===== config.mk =====
export PLATFORM = sky130hd
export DESIGN_NAME = ssm_top
export DESIGN_NICKNAME = d
export VERILOG_FILES = /design/src/verilog/ssm_pkg.sv /design/src/verilog/ssm_top.sv /design/src/verilog/ssm_mem.sv /design/src/verilog/ssm_fifo.sv
export SDC_FILE = /design/constraint.sdc
export NUM_CORES = 1
export LEC_CHECK = 0
export ABC_CLOCK_PERIOD_IN_PS = 5320
export BUFFER_PORTS_ARGS = -buffer_cell sky130_fd_sc_hd__buf_2
export CAP_MARGIN = 20
export CORE_MARGIN = 4
export CORE_UTILIZATION = 55
export DETAILED_ROUTE_END_ITERATION = 7
export PLACE_DENSITY = 0.86
export SYNTH_ARGS = -nofsm -noshare
export SYNTH_HDL_FRONTEND = slang
export SYNTH_HIERARCHICAL = 1
export SYNTH_SLANG_ARGS = --single-unit

===== constraint.sdc =====
create_clock -name clk -period 5.32 [get_ports clk]
set_input_delay 1.064 -clock clk [delete_from_list [all_inputs] [get_ports clk]]
set_output_delay 1.064 -clock clk [all_outputs]
set_load 0.03 [all_outputs]

===== src/verilog/ssm_pkg.sv =====
package ssm_pkg;
    // Register offsets
    localparam logic [15:0] SSM_OFS_CTRL = 16'h0120;
    localparam logic [15:0] SSM_OFS_STATUS = 16'h0130;
    localparam logic [15:0] SSM_OFS_CODE = 16'h0134;
    // Field positions
    localparam int SSM_STATE_LSB = 0;
    localparam int SSM_STATE_MSB = 3;
    localparam int SSM_ACK_BIT = 4;
    localparam int SSM_FLAG_BIT = 4;
    // State encodings
    localparam logic [3:0] SSM_ENC_INIT = 4'h1;
    localparam logic [3:0] SSM_ENC_PREOP = 4'h2;
    localparam logic [3:0] SSM_ENC_BOOT = 4'h3;
    localparam logic [3:0] SSM_ENC_SAFEOP = 4'h4;
    localparam logic [3:0] SSM_ENC_OP = 4'h8;
    // Error codes
    localparam logic [15:0] SSM_ERR_NONE = 16'h0000;
    localparam logic [15:0] SSM_ERR_UNSPEC = 16'h0001;
    localparam logic [15:0] SSM_ERR_BAD_CHANGE = 16'h0011;
    localparam logic [15:0] SSM_ERR_UNKNOWN = 16'h0012;
    localparam logic [15:0] SSM_ERR_MBX_BOOT = 16'h0015;
    localparam logic [15:0] SSM_ERR_MBX_PREOP = 16'h0016;
    localparam logic [15:0] SSM_ERR_SYNC_CFG = 16'h0017;
    localparam logic [15:0] SSM_ERR_WATCHDOG = 16'h001B;
    localparam logic [15:0] SSM_ERR_OUT_CFG = 16'h001D;
    localparam logic [15:0] SSM_ERR_IN_CFG = 16'h001E;
    // Reset values
    localparam logic [15:0] SSM_CTRL_RESET = 16'h0001;
    localparam logic [15:0] SSM_WORD_ZERO = 16'h0000;
    // Process data FIFO shape
    localparam int SSM_FIFO_WIDTH = 16;
    localparam int SSM_FIFO_DEPTH = 8;
    // Slave state machine states, one-hot
    typedef enum logic [4:0] {
        SSM_ST_INIT = 5'b00001,
        SSM_ST_PREOP = 5'b00010,
        SSM_ST_BOOT = 5'b00100,
        SSM_ST_SAFEOP = 5'b01000,
        SSM_ST_OP = 5'b10000
    } ssm_state_t;
endpackage : ssm_pkg


===== src/verilog/ssm_top.sv =====
// How it works
// RL1 - Control write requests a state transition
// RL2 - Low nibble encodes requested state
// RL3 - Acknowledge bit four clears change flag
// RL4 - Status low nibble shows current state
// RL5 - Status bit four flags change/error
// RL6 - Error code register holds last reason
// RL7 - Refused transition sets flag and code
// RL8 - Illegal transitions refused with 0011
// RL9 - Unknown state refused with 0012
// RL10 - Bad mailbox on Init-Bootstrap gives 0015
// RL11 - Bad mailbox on Init-PreOp gives 0016
// RL12 - Sync config 0017; watchdog forces SafeOp 001B
// RL13 - Output config 001D, input config 001E
// RL14 - Sixteen inputs sent as two bytes
// RL15 - Sixteen outputs taken from two bytes
// RL16 - Output channels read back as inputs
// RL17 - Reserved status bits read zero
// RL18 - Success clears code; flag held till ack
`timescale 1ns/1ps
`default_nettype none
module ssm_top import ssm_pkg::*; (
    input wire logic clk,
    input wire logic rst_n,
    input wire logic ce,
    input wire logic reg_wr,
    input wire logic reg_rd,
    input wire logic [15:0] reg_addr,
    input wire logic [15:0] reg_wdata,
    output logic [15:0] reg_rdata,
    input wire logic mbx_cfg_ok,
    input wire logic sync_cfg_ok,
    input wire logic out_cfg_ok,
    input wire logic in_cfg_ok,
    input wire logic wdog_expired,
    input wire logic [15:0] sensor_terminal,
    output logic [15:0] in_pd,
    input wire logic rx_pd_valid,
    output logic rx_pd_ready,
    input wire logic [15:0] rx_pd,
    input wire logic [15:0] out_used,
    output logic [15:0] actuator_out,
    output logic [3:0] cur_state
);
    // Reset release through two flops
    logic rst_meta_reg, rst_sync_reg;
    always_ff @(posedge clk or negedge rst_n) begin
        if (!rst_n) begin
            rst_meta_reg <= 1'b0;
            rst_sync_reg <= 1'b0;
        end else begin
            rst_meta_reg <= 1'b1;
            rst_sync_reg <= rst_meta_reg;
        end
    end
    wire rstn = rst_sync_reg;

    // Encode state for the status nibble
    function automatic logic [3:0] ssm_enc(input ssm_state_t s);
        case (s)
            SSM_ST_INIT: ssm_enc = SSM_ENC_INIT;
            SSM_ST_PREOP: ssm_enc = SSM_ENC_PREOP;
            SSM_ST_BOOT: ssm_enc = SSM_ENC_BOOT;
            SSM_ST_SAFEOP: ssm_enc = SSM_ENC_SAFEOP;
            SSM_ST_OP: ssm_enc = SSM_ENC_OP;
            default: ssm_enc = SSM_ENC_INIT;
        endcase
    endfunction : ssm_enc

    ssm_state_t state_reg, state_next;
    logic [15:0] ctrl_reg, ctrl_next;
    logic flag_reg, flag_next;
    logic [15:0] code_reg, code_next;
    logic [15:0] rdata_reg, rdata_next;
    logic [15:0] in_pd_reg, in_pd_next;
    logic [15:0] act_reg, act_next;
    logic [3:0] cur_reg, cur_next;
    logic fifo_valid, fifo_ready;
    logic [15:0] fifo_data;
    logic ctrl_wr;
    logic [3:0] req;
    logic err;
    logic [15:0] err_code;
    ssm_state_t err_state;

    assign ctrl_wr = reg_wr && (reg_addr == SSM_OFS_CTRL); // RL1
    assign req = reg_wdata[SSM_STATE_MSB:SSM_STATE_LSB]; // RL2

    // Transition checks; errors keep or fall back the state
    always_comb begin
        err = 1'b0;
        err_code = SSM_ERR_NONE;
        err_state = state_reg;
        state_next = state_reg;
        if (ctrl_wr) begin
            state_next = state_reg;
            case (req)
                SSM_ENC_INIT: begin
                    state_next = SSM_ST_INIT;
                end
                SSM_ENC_PREOP: begin
                    if (state_reg == SSM_ST_INIT && !mbx_cfg_ok) begin
                        err = 1'b1; // RL11
                        err_code = SSM_ERR_MBX_PREOP;
                    end else if (state_reg == SSM_ST_BOOT) begin
                        err = 1'b1;
                        err_code = SSM_ERR_BAD_CHANGE;
                    end else begin
                        state_next = SSM_ST_PREOP;
                    end
                end
                SSM_ENC_BOOT: begin
                    if (state_reg == SSM_ST_BOOT) begin
                        state_next = SSM_ST_BOOT;
                    end else if (state_reg != SSM_ST_INIT) begin
                        err = 1'b1; // RL8
                        err_code = SSM_ERR_BAD_CHANGE;
                    end else if (!mbx_cfg_ok) begin
                        err = 1'b1; // RL10
                        err_code = SSM_ERR_MBX_BOOT;
                    end else begin
                        state_next = SSM_ST_BOOT;
                    end
                end
                SSM_ENC_SAFEOP: begin
                    if (state_reg == SSM_ST_INIT || state_reg == SSM_ST_BOOT) begin
                        err = 1'b1; // RL8
                        err_code = SSM_ERR_BAD_CHANGE;
                    end else if (state_reg == SSM_ST_PREOP && !sync_cfg_ok) begin
                        err = 1'b1; // RL12
                        err_code = SSM_ERR_SYNC_CFG;
                    end else if (state_reg == SSM_ST_PREOP && !out_cfg_ok) begin
                        err = 1'b1; // RL13
                        err_code = SSM_ERR_OUT_CFG;
                        err_state = SSM_ST_PREOP;
                    end else if (!in_cfg_ok) begin
                        err = 1'b1; // RL13
                        err_code = SSM_ERR_IN_CFG;
                        err_state = SSM_ST_PREOP;
                    end else begin
                        state_next = SSM_ST_SAFEOP;
                    end
                end
                SSM_ENC_OP: begin
                    if (state_reg != SSM_ST_SAFEOP && state_reg != SSM_ST_OP) begin
                        err = 1'b1; // RL8
                        err_code = SSM_ERR_BAD_CHANGE;
                    end else if (state_reg == SSM_ST_SAFEOP && !sync_cfg_ok) begin
                        err = 1'b1; // RL12
                        err_code = SSM_ERR_SYNC_CFG;
                    end else begin
                        state_next = SSM_ST_OP;
                    end
                end
                default: begin
                    err = 1'b1; // RL9
                    err_code = SSM_ERR_UNKNOWN;
                end
            endcase
        end
        // Running faults in SafeOp/Op outrank a request in the same cycle
        if (state_reg == SSM_ST_SAFEOP || state_reg == SSM_ST_OP) begin
            if (!in_cfg_ok) begin
                err = 1'b1; // RL13
                err_code = SSM_ERR_IN_CFG;
                err_state = SSM_ST_PREOP;
            end else if (!out_cfg_ok) begin
                err = 1'b1; // RL13
                err_code = SSM_ERR_OUT_CFG;
                err_state = SSM_ST_SAFEOP;
            end else if (wdog_expired) begin
                err = 1'b1; // RL12
                err_code = SSM_ERR_WATCHDOG;
                err_state = SSM_ST_SAFEOP;
            end
        end
        if (err) begin
            state_next = err_state; // RL7
        end
    end

    // Control, flag and code registers
    always_comb begin
        ctrl_next = ctrl_reg;
        flag_next = flag_reg;
        code_next = code_reg;
        if (ctrl_wr) begin
            ctrl_next = {8'h00, 3'b000, reg_wdata[4:0]}; // RL17
            if (reg_wdata[SSM_ACK_BIT]) begin
                flag_next = 1'b0; // RL3
            end
            if (!err) begin
                code_next = SSM_ERR_NONE; // RL18
            end
        end
        // Set wins over the acknowledge in the same cycle
        if (err) begin
            flag_next = 1'b1; // RL5 RL7
            code_next = err_code; // RL6
        end
    end

    // Register read mux; unmapped reads return zero
    always_comb begin
        rdata_next = rdata_reg;
        if (reg_rd) begin
            if (reg_addr == SSM_OFS_CTRL) begin
                rdata_next = ctrl_reg;
            end else if (reg_addr == SSM_OFS_STATUS) begin
                rdata_next = {8'h00, 3'b000, flag_reg, ssm_enc(state_reg)}; // RL4 RL17
            end else if (reg_addr == SSM_OFS_CODE) begin
                rdata_next = code_reg; // RL6
            end else begin
                rdata_next = SSM_WORD_ZERO;
            end
        end
    end

    // Process data: outputs driven in Op and one cycle after leaving it, input image with readback
    always_comb begin
        act_next = act_reg;
        if (state_reg != SSM_ST_OP) begin
            act_next = SSM_WORD_ZERO; // Safe state outside Op
        end else if (fifo_valid) begin
            act_next = fifo_data; // RL15
        end
        in_pd_next = (sensor_terminal & ~out_used) | (act_reg & out_used); // RL14 RL16
        cur_next = ssm_enc(state_next);
    end
    assign fifo_ready = 1'b1; // Actuators always accept; ce freezes the FIFO together with the consumer, so it holds words only through its read latency

    // Registered ready for the output stream: it counts every word held in the
    // buffer, memory and output stage together, and looks one word ahead
    // Trade-off: one slot of slack is lost, but a lagging ready can never overfill
    logic [3:0] fill_reg, fill_next;
    logic rdy_reg, rdy_next;
    logic rx_take;
    logic rx_give;
    always_comb begin
        rx_take = rx_pd_valid && rdy_reg; // RL15
        rx_give = fifo_valid && fifo_ready;
        fill_next = fill_reg;
        if (rx_take && !rx_give) begin
            fill_next = fill_reg + 4'h1;
        end else if (rx_give && !rx_take) begin
            fill_next = fill_reg - 4'h1;
        end
        rdy_next = (fill_next < 4'(SSM_FIFO_DEPTH));
    end

    // Fill count and ready, frozen by ce with everything but the reset synchronizer
    always_ff @(posedge clk or negedge rstn) begin
        if (!rstn) begin
            fill_reg <= 4'h0;
            rdy_reg <= 1'b1;
        end else if (ce) begin
            fill_reg <= fill_next;
            rdy_reg <= rdy_next;
        end
    end

    always_ff @(posedge clk or negedge rstn) begin
        if (!rstn) begin
            state_reg <= SSM_ST_INIT;
            ctrl_reg <= SSM_CTRL_RESET;
            flag_reg <= 1'b0;
            code_reg <= SSM_ERR_NONE;
            rdata_reg <= SSM_WORD_ZERO;
            in_pd_reg <= SSM_WORD_ZERO;
            act_reg <= SSM_WORD_ZERO;
            cur_reg <= SSM_ENC_INIT;
        end else if (ce) begin
            state_reg <= state_next; // RL1
            ctrl_reg <= ctrl_next;
            flag_reg <= flag_next;
            code_reg <= code_next;
            rdata_reg <= rdata_next;
            in_pd_reg <= in_pd_next;
            act_reg <= act_next;
            cur_reg <= cur_next;
        end
    end

    ssm_fifo #(.WIDTH(SSM_FIFO_WIDTH), .DEPTH(SSM_FIFO_DEPTH)) u_rx_fifo (
        .clk(clk),
        .rst_n(rstn),
        .ce(ce),
        .in_valid(rx_take),
        .in_ready(),
        .in_data(rx_pd),
        .out_valid(fifo_valid),
        .out_ready(fifo_ready),
        .out_data(fifo_data)
    );

    assign reg_rdata = rdata_reg;
    assign in_pd = in_pd_reg;
    assign actuator_out = act_reg;
    assign cur_state = cur_reg;
    assign rx_pd_ready = rdy_reg;
endmodule : ssm_top
`default_nettype wire


===== src/verilog/ssm_mem.sv =====
`timescale 1ns/1ps
`default_nettype none
// Small register-file memory, read data registered
module ssm_mem #(
    parameter int WIDTH = 16,
    parameter int DEPTH = 8,
    parameter int AW = 3
) (
    input wire logic clk,
    input wire logic ce,
    input wire logic wr_en,
    input wire logic [AW-1:0] wr_addr,
    input wire logic [WIDTH-1:0] wr_data,
    input wire logic [AW-1:0] rd_addr,
    output logic [WIDTH-1:0] rd_data
);
    logic [WIDTH-1:0] mem [DEPTH];
    // Storage carries no reset; the FIFO pointers guard it
    always_ff @(posedge clk) begin
        if (ce) begin
            if (wr_en) begin
                mem[wr_addr] <= wr_data;
            end
            rd_data <= mem[rd_addr];
        end
    end
endmodule : ssm_mem
`default_nettype wire


===== src/verilog/ssm_fifo.sv =====
`timescale 1ns/1ps
`default_nettype none
// Valid/ready FIFO; registered memory read gives one cycle of read latency inside
module ssm_fifo #(
    parameter int WIDTH = 16,
    parameter int DEPTH = 8
) (
    input wire logic clk,
    input wire logic rst_n,
    input wire logic ce,
    input wire logic in_valid,
    output logic in_ready,
    input wire logic [WIDTH-1:0] in_data,
    output logic out_valid,
    input wire logic out_ready,
    output logic [WIDTH-1:0] out_data
);
    localparam int AW = $clog2(DEPTH);
    logic [AW:0] wptr_reg, wptr_next, rptr_reg, rptr_next;
    logic ovalid_reg, ovalid_next;
    logic [WIDTH-1:0] rd_data;
    logic push, pop, load;
    logic full, empty;

    // Pointer compare with wrap bit for honest full and empty
    always_comb begin
        full = (wptr_reg[AW] != rptr_reg[AW]) && (wptr_reg[AW-1:0] == rptr_reg[AW-1:0]);
        empty = (wptr_reg == rptr_reg);
        in_ready = !full;
        push = in_valid && !full;
        load = !empty && (!ovalid_reg || out_ready);
        pop = load;
        wptr_next = push ? wptr_reg + 1'b1 : wptr_reg;
        rptr_next = pop ? rptr_reg + 1'b1 : rptr_reg;
        ovalid_next = load ? 1'b1 : (out_ready ? 1'b0 : ovalid_reg);
    end

    always_ff @(posedge clk or negedge rst_n) begin
        if (!rst_n) begin
            wptr_reg <= '0;
            rptr_reg <= '0;
            ovalid_reg <= 1'b0;
        end else if (ce) begin
            wptr_reg <= wptr_next;
            rptr_reg <= rptr_next;
            ovalid_reg <= ovalid_next;
        end
    end

    ssm_mem #(.WIDTH(WIDTH), .DEPTH(DEPTH), .AW(AW)) u_mem (
        .clk(clk),
        .ce(ce && (push || load)),
        .wr_en(push),
        .wr_addr(wptr_reg[AW-1:0]),
        .wr_data(in_data),
        .rd_addr(rptr_reg[AW-1:0]),
        .rd_data(rd_data)
    );
    // Memory read register holds the head word while the consumer stalls, until a push in a stalled cycle enables and reloads it
    assign out_valid = ovalid_reg;
    assign out_data = rd_data;
endmodule : ssm_fifo
`default_nettype wire


=== Word level (Yosys, flattened, before mapping) ===
Memories as Yosys holds them, arrays and structs flattened. A register that Yosys moved wholly into a read port is not among the register bits.
Cells that the tools add are included.

* Bits in writable memories: 128
* Logic and storage cells: 157
* Memories: 1
* Output and inout port bits: 53
* Register bits after elaboration: 95

* Order comparisons: 1
* Multiplexer cells: 76
* Equality and inequality tests: 23
* Reduce and logical (&&, ||, !) cells: 32
* Bitwise gates (word level): 5
* $add $sub $neg: 4

{| class="wikitable"
|+ Memory list
! name !! words !! width !! rd ports !! clocked after memory_dff !! wr ports !! RTL line !! text
|-
| u_rx_fifo.u_mem.mem || 8 || 16 || 1 || 1 || 1 || ssm_mem.sv:17 || <nowiki>logic [WIDTH-1:0] mem [DEPTH];</nowiki>
|}

{| class="wikitable"
|+ Operators by type and width
! cell !! count
|-
| $mux W16 || 11
|-
| $mux W5 || 35
|-
| $pmux W5 S5 || 2
|-
| $eq A16 B9 Y1 const B || 3
|-
| $and A16 B16 Y16 || 2
|-
| $pmux W4 S4 || 2
|-
| $mux W1 || 23
|-
| $not A16 Y16 || 1
|-
| $or A16 B16 Y16 || 1
|-
| $add A4 B1 Y4 const B || 3
|-
| $logic_and A1 B1 Y1 || 12
|-
| $reduce_and A2 Y1 || 6
|-
| $eq A5 B2 Y1 const B || 2
|-
| $eq A5 B3 Y1 const B || 2
|-
| $eq A5 B4 Y1 const B || 2
|-
| $eq A5 B5 Y1 const B || 2
|-
| $eq A4 B2 Y1 const B || 2
|-
| $mux W4 || 2
|-
| $logic_not A1 Y1 || 7
|-
| $reduce_bool A2 Y1 || 3
|-
| $eq A5 B1 Y1 const B || 1
|-
| $ne A5 B1 Y1 const B || 1
|-
| $ne A5 B4 Y1 const B || 1
|-
| $ne A5 B5 Y1 const B || 1
|-
| other kinds (12) || 14
|}

=== Logic depth before layout (Yosys ltp) ===
* Depth after elaboration: 14
* Gate-level depth with buffers: 11
* Gate-level depth less buffers: 9

=== By module ===
The synthesis kept the hierarchy.

{| class="wikitable"
|+ Modules (own cells, without submodules)
! module !! area an instance (um^2) !! cells an instance !! instances
|-
| ssm_mem || 5,456.5 || 214 || 1
|-
| ssm_top || 3,772.4 || 403 || 1
|-
| ssm_fifo || 523.0 || 48 || 1
|}

=== Worst setup path before layout ===
No wires, ideal clock.

* Path type: input-to-reg
* Start point: input port rx_pd_valid
* End point: memory u_rx_fifo.u_mem.mem[4][0] (enable)
* Path slack: 1.085 ns
* Stages: 7
* Data arrival time: 3.826 ns
* Required time: 4.911 ns
* Cells stage by stage: nand2_1 -> inv_1 -> nand2_1 -> inv_1 -> a2bb2oi_1 -> nand3_1 -> nor3_1

* Longest elaborated chain between the ends: 6
* Elaborated cells between the ends (all ways): 7
* Classes of those cells: mux: 3; reduce/logical: 4

{| class="wikitable"
|+ RTL lines
! element !! RTL line !! text
|-
| start, declared || ssm_top.sv:38 || <nowiki>input wire logic rx_pd_valid,</nowiki>
|-
| $logic_and A1 B1 Y1 * || ssm_top.sv:240 || <nowiki>rx_take = rx_pd_valid && rdy_reg;</nowiki>
|-
| named net rx_take || ssm_top.sv:237 || <nowiki>logic rx_take;</nowiki>
|-
| $logic_and A1 B1 Y1 * || ssm_fifo.sv:30 || <nowiki>push = in_valid && !full;</nowiki>
|-
| $logic_or A1 B1 Y1 || ssm_fifo.sv:52 || <nowiki>.ce(ce && (push || load)),</nowiki>
|-
| $logic_and A1 B1 Y1 || ssm_fifo.sv:52 ||
|-
| $mux W1 * || ssm_mem.sv:20 || <nowiki>if (ce) begin</nowiki>
|-
| $mux W1 (implied by the code) * || ssm_mem.sv:22 || <nowiki>mem[wr_addr] <= wr_data;</nowiki>
|-
| end, declared || ssm_mem.sv:17 ||
|}

Mark *: on every way through the listed nets, which the timed path passes. The rest lies on a longest branch.

=== Final worst setup path ===
* Start point: register u_rx_fifo.rptr_reg[0]
* End point: memory u_rx_fifo.u_mem.mem[1][1] (enable)

* Longest elaborated chain between the ends: 8
* Elaborated cells between the ends (all ways): 11
* Classes of those cells: eq/ne: 2; mux: 3; reduce/logical: 6

{| class="wikitable"
|+ RTL lines
! element !! RTL line !! text
|-
| start, declared || ssm_fifo.sv:19 || <nowiki>logic [AW:0] wptr_reg, wptr_next, rptr_reg, rptr_next;</nowiki>
|-
| start signal, assigned || ssm_fifo.sv:45 || <nowiki>rptr_reg <= rptr_next;</nowiki>
|-
| $eq A3 B3 Y1 || ssm_fifo.sv:27 || <nowiki>full = (wptr_reg[AW] != rptr_reg[AW]) && (wptr_reg[AW-1:0] == rptr_reg[AW-1:0]);</nowiki>
|-
| $logic_and A1 B1 Y1 || ssm_fifo.sv:27 ||
|-
| $logic_not A1 Y1 || - ||
|-
| $logic_and A1 B1 Y1 || ssm_fifo.sv:30 ||
|-
| $logic_or A1 B1 Y1 || ssm_fifo.sv:52 ||
|-
| $logic_and A1 B1 Y1 || ssm_fifo.sv:52 ||
|-
| $mux W1 * || ssm_mem.sv:20 ||
|-
| $mux W1 (implied by the code) * || ssm_mem.sv:22 ||
|}

Every way passes the cells marked *; elsewhere a longest branch is shown, timed or not.

==> flow_summary_export.csv <==
group,metric,value,unit
pwr,cellPowerDensity,482,nW/um2
critical_path,startpoint,"u_rx_fifo/rptr_reg[0]",
detailed_routing,drc,0,
grt,grt_max_degree,72,
layout,largest_reg_flops,128,
critical_path,setup.worst_path.start_class,"flop",
flow_run,maxCapViolCount,0,
synth,synthCells,664,
clock_network,clkLatencyLatePin,0.51,ns
die,initial_utilization,56.2,%
layout,fillers,1199,
grt,grt_overflow,0,
clock_network,cts_buffer_depth,3,
critical_path,cp-end-kind,"flop",
clock_network,cts_tree,"done",
pwr,p_total,0.00550,W
clock_network,htreeDepth,1,
placement,hpwl,14200,um
clock_network,cts.sinks,217,
die,die_area,19900,um2
timing,finClkSkew,0.0123,ns
layout,layout_commonest_cell,"edfxtp_1",
critical_path,path_class,"flop to flop",
synth,yosysWarnings,6,
timing,slew_viol_final,0,
synth,avgSynthCellArea,14.7,um2
layout,nNetsFinal,899,
timing,max_slew_margin,39.4,%
detailed_routing,dr_total_vias,6232,
timing,finalSetupViolCount,0,
layout,drive_above_1_share,27.7,%
die,die_y,141,um
layout,design_area,11400,um2
timing,fin_crit_sh,66.2,%
layout,largest-register,"u_rx_fifo/u_mem/mem",
timing,final.setup.tns,0,ns
placement,placed_cell_area,10600,um2
detailed_routing,drt_first_pass_iters,4,
detailed_routing,ant_nets,0,
detailed_routing,vias_per_cell,5.96,
pwr,ir_drop,0.329,mV
grt,grtUsageTotal,22.1,%
clock_network,numCtsBuffers,23,
clock_network,postCtsHoldBufs,0,
placement,port_buffers,121,
grt,grt_pass1_vias,6292,
critical_path,path_max_fanout,36,
clock_network,cts_resized,0,
critical_path,cp.required,5.53,ns
timing,period_needed,3.52,ns
clock_network,root_buffer,"clkbuf_16",
timing,worst_pin_slew,0.908,ns
critical_path,worstPathArrival,3.73,ns
clock_network,cts_setup_buffers,0,
die,io_pins,144,
outcome,status,"complete, no violations",
synth,synth_area,9750,um2
detailed_routing,totalWireLength,22300,um
clock_network,clkSlewWorstSetupHoldPaths,0.06,ns
die,die_x,141,um
timing,max_freq,284,MHz
pwr,p_leak,4.57,nW
critical_path,rr_startpoint,"u_rx_fifo/rptr_reg[0]",
detailed_routing,first_iter_violations,408,
placement,place_congestion,0.931,
timing,rsz0062_at_grt,"no",
detailed_routing,avgRoutedWirePerCell,21.3,um
layout,area_delta_synth_final,16.9,%
min_path,hold_class,"input port to async pin",
grt,grt_pass1_wl,34700,um
die,std_cell_rows,48,
layout,mostFrequentLayoutCells,"144 x edfxtp_1, 121 x buf_2, 68 x dfrtp_1",
timing,hold_viol_final,0,
grt,antenna_found_initial,1,
die,core_area,17400,um2
[metrics by stage]
step | worst slack [ns] | utilization [%] | hold WS [ns] | instances
final | 1.80 | 65.6 | 0.325 | 1045
after global routing | 1.62 | 65.6 | 0.315 | 1044
after CTS | 1.84 | 65.6 | 0.311 | 1044
after detailed placement | 1.63 | 61.1 | 0.337 | 1002
after global placement | 1.61 | 61.0 | 0.334 | 1001
after floorplan | 1.08 | - | 0.331 | 676
[routing by layer]
metal	global-route usage [%]	vias up	part of all wire (%)
li1	-	2851	-
met1	28.0	3103	40
met3	3.87	41	6.0
met4	6.37	2	2.5
met5	0	-	0.058
met2	39.2	235	52
[critical path, cell delays in order (launching register included)]
cell	delay, ns
dfrtp_1	0.33
buf_4	0.49
xor2_1	0.39
nor3_2	0.11
a21oi_2	0.24
a2bb2oi_2	0.14
buf_4	0.31
nand3b_1	0.22
nor2_1	0.57
buf_4	0.36
[cell type report]
class | instances | area, um2 | share of cell area [%]
multi-input combinational | 405 | 3350 | 29.4
tap | 225 | 282 | 2.47
clock buffer | 29 | 608 | 5.34
sequential | 217 | 6160 | 54.0
clock inverter | 13 | 181 | 1.59
inverter | 15 | 56.3 | 0.494
antenna | 1 | 2.50 | 0.0220
timing repair buffer | 140 | 752 | 6.60
[worst paths after layout]
path | end | slack, ns | cells past startpoint
worst max-delay path | u_rx_fifo/u_mem/mem[1][1] | 1.80 | 9
worst min-delay path | rst_sync_reg | 0.33 | 1
worst max register to register | u_rx_fifo/u_mem/mem[1][1] | 1.80 | 9
worst min register to register | rst_sync_reg | 0.35 | 0
max in group asynchronous | ctrl_reg[4] | 4.25 | 1
min in group clk | rst_sync_reg | 0.35 | 0
[report_power, final]
group	internal (W)	leakage [nW]	switching (W)	total, W
sequential	0.00212	2.22	0.000193	0.00231
clock	0.00101	0.381	0.000651	0.00166
combinational	0.000648	1.97	0.000877	0.00152
Note: power is estimated with default switching activity, not from simulation.
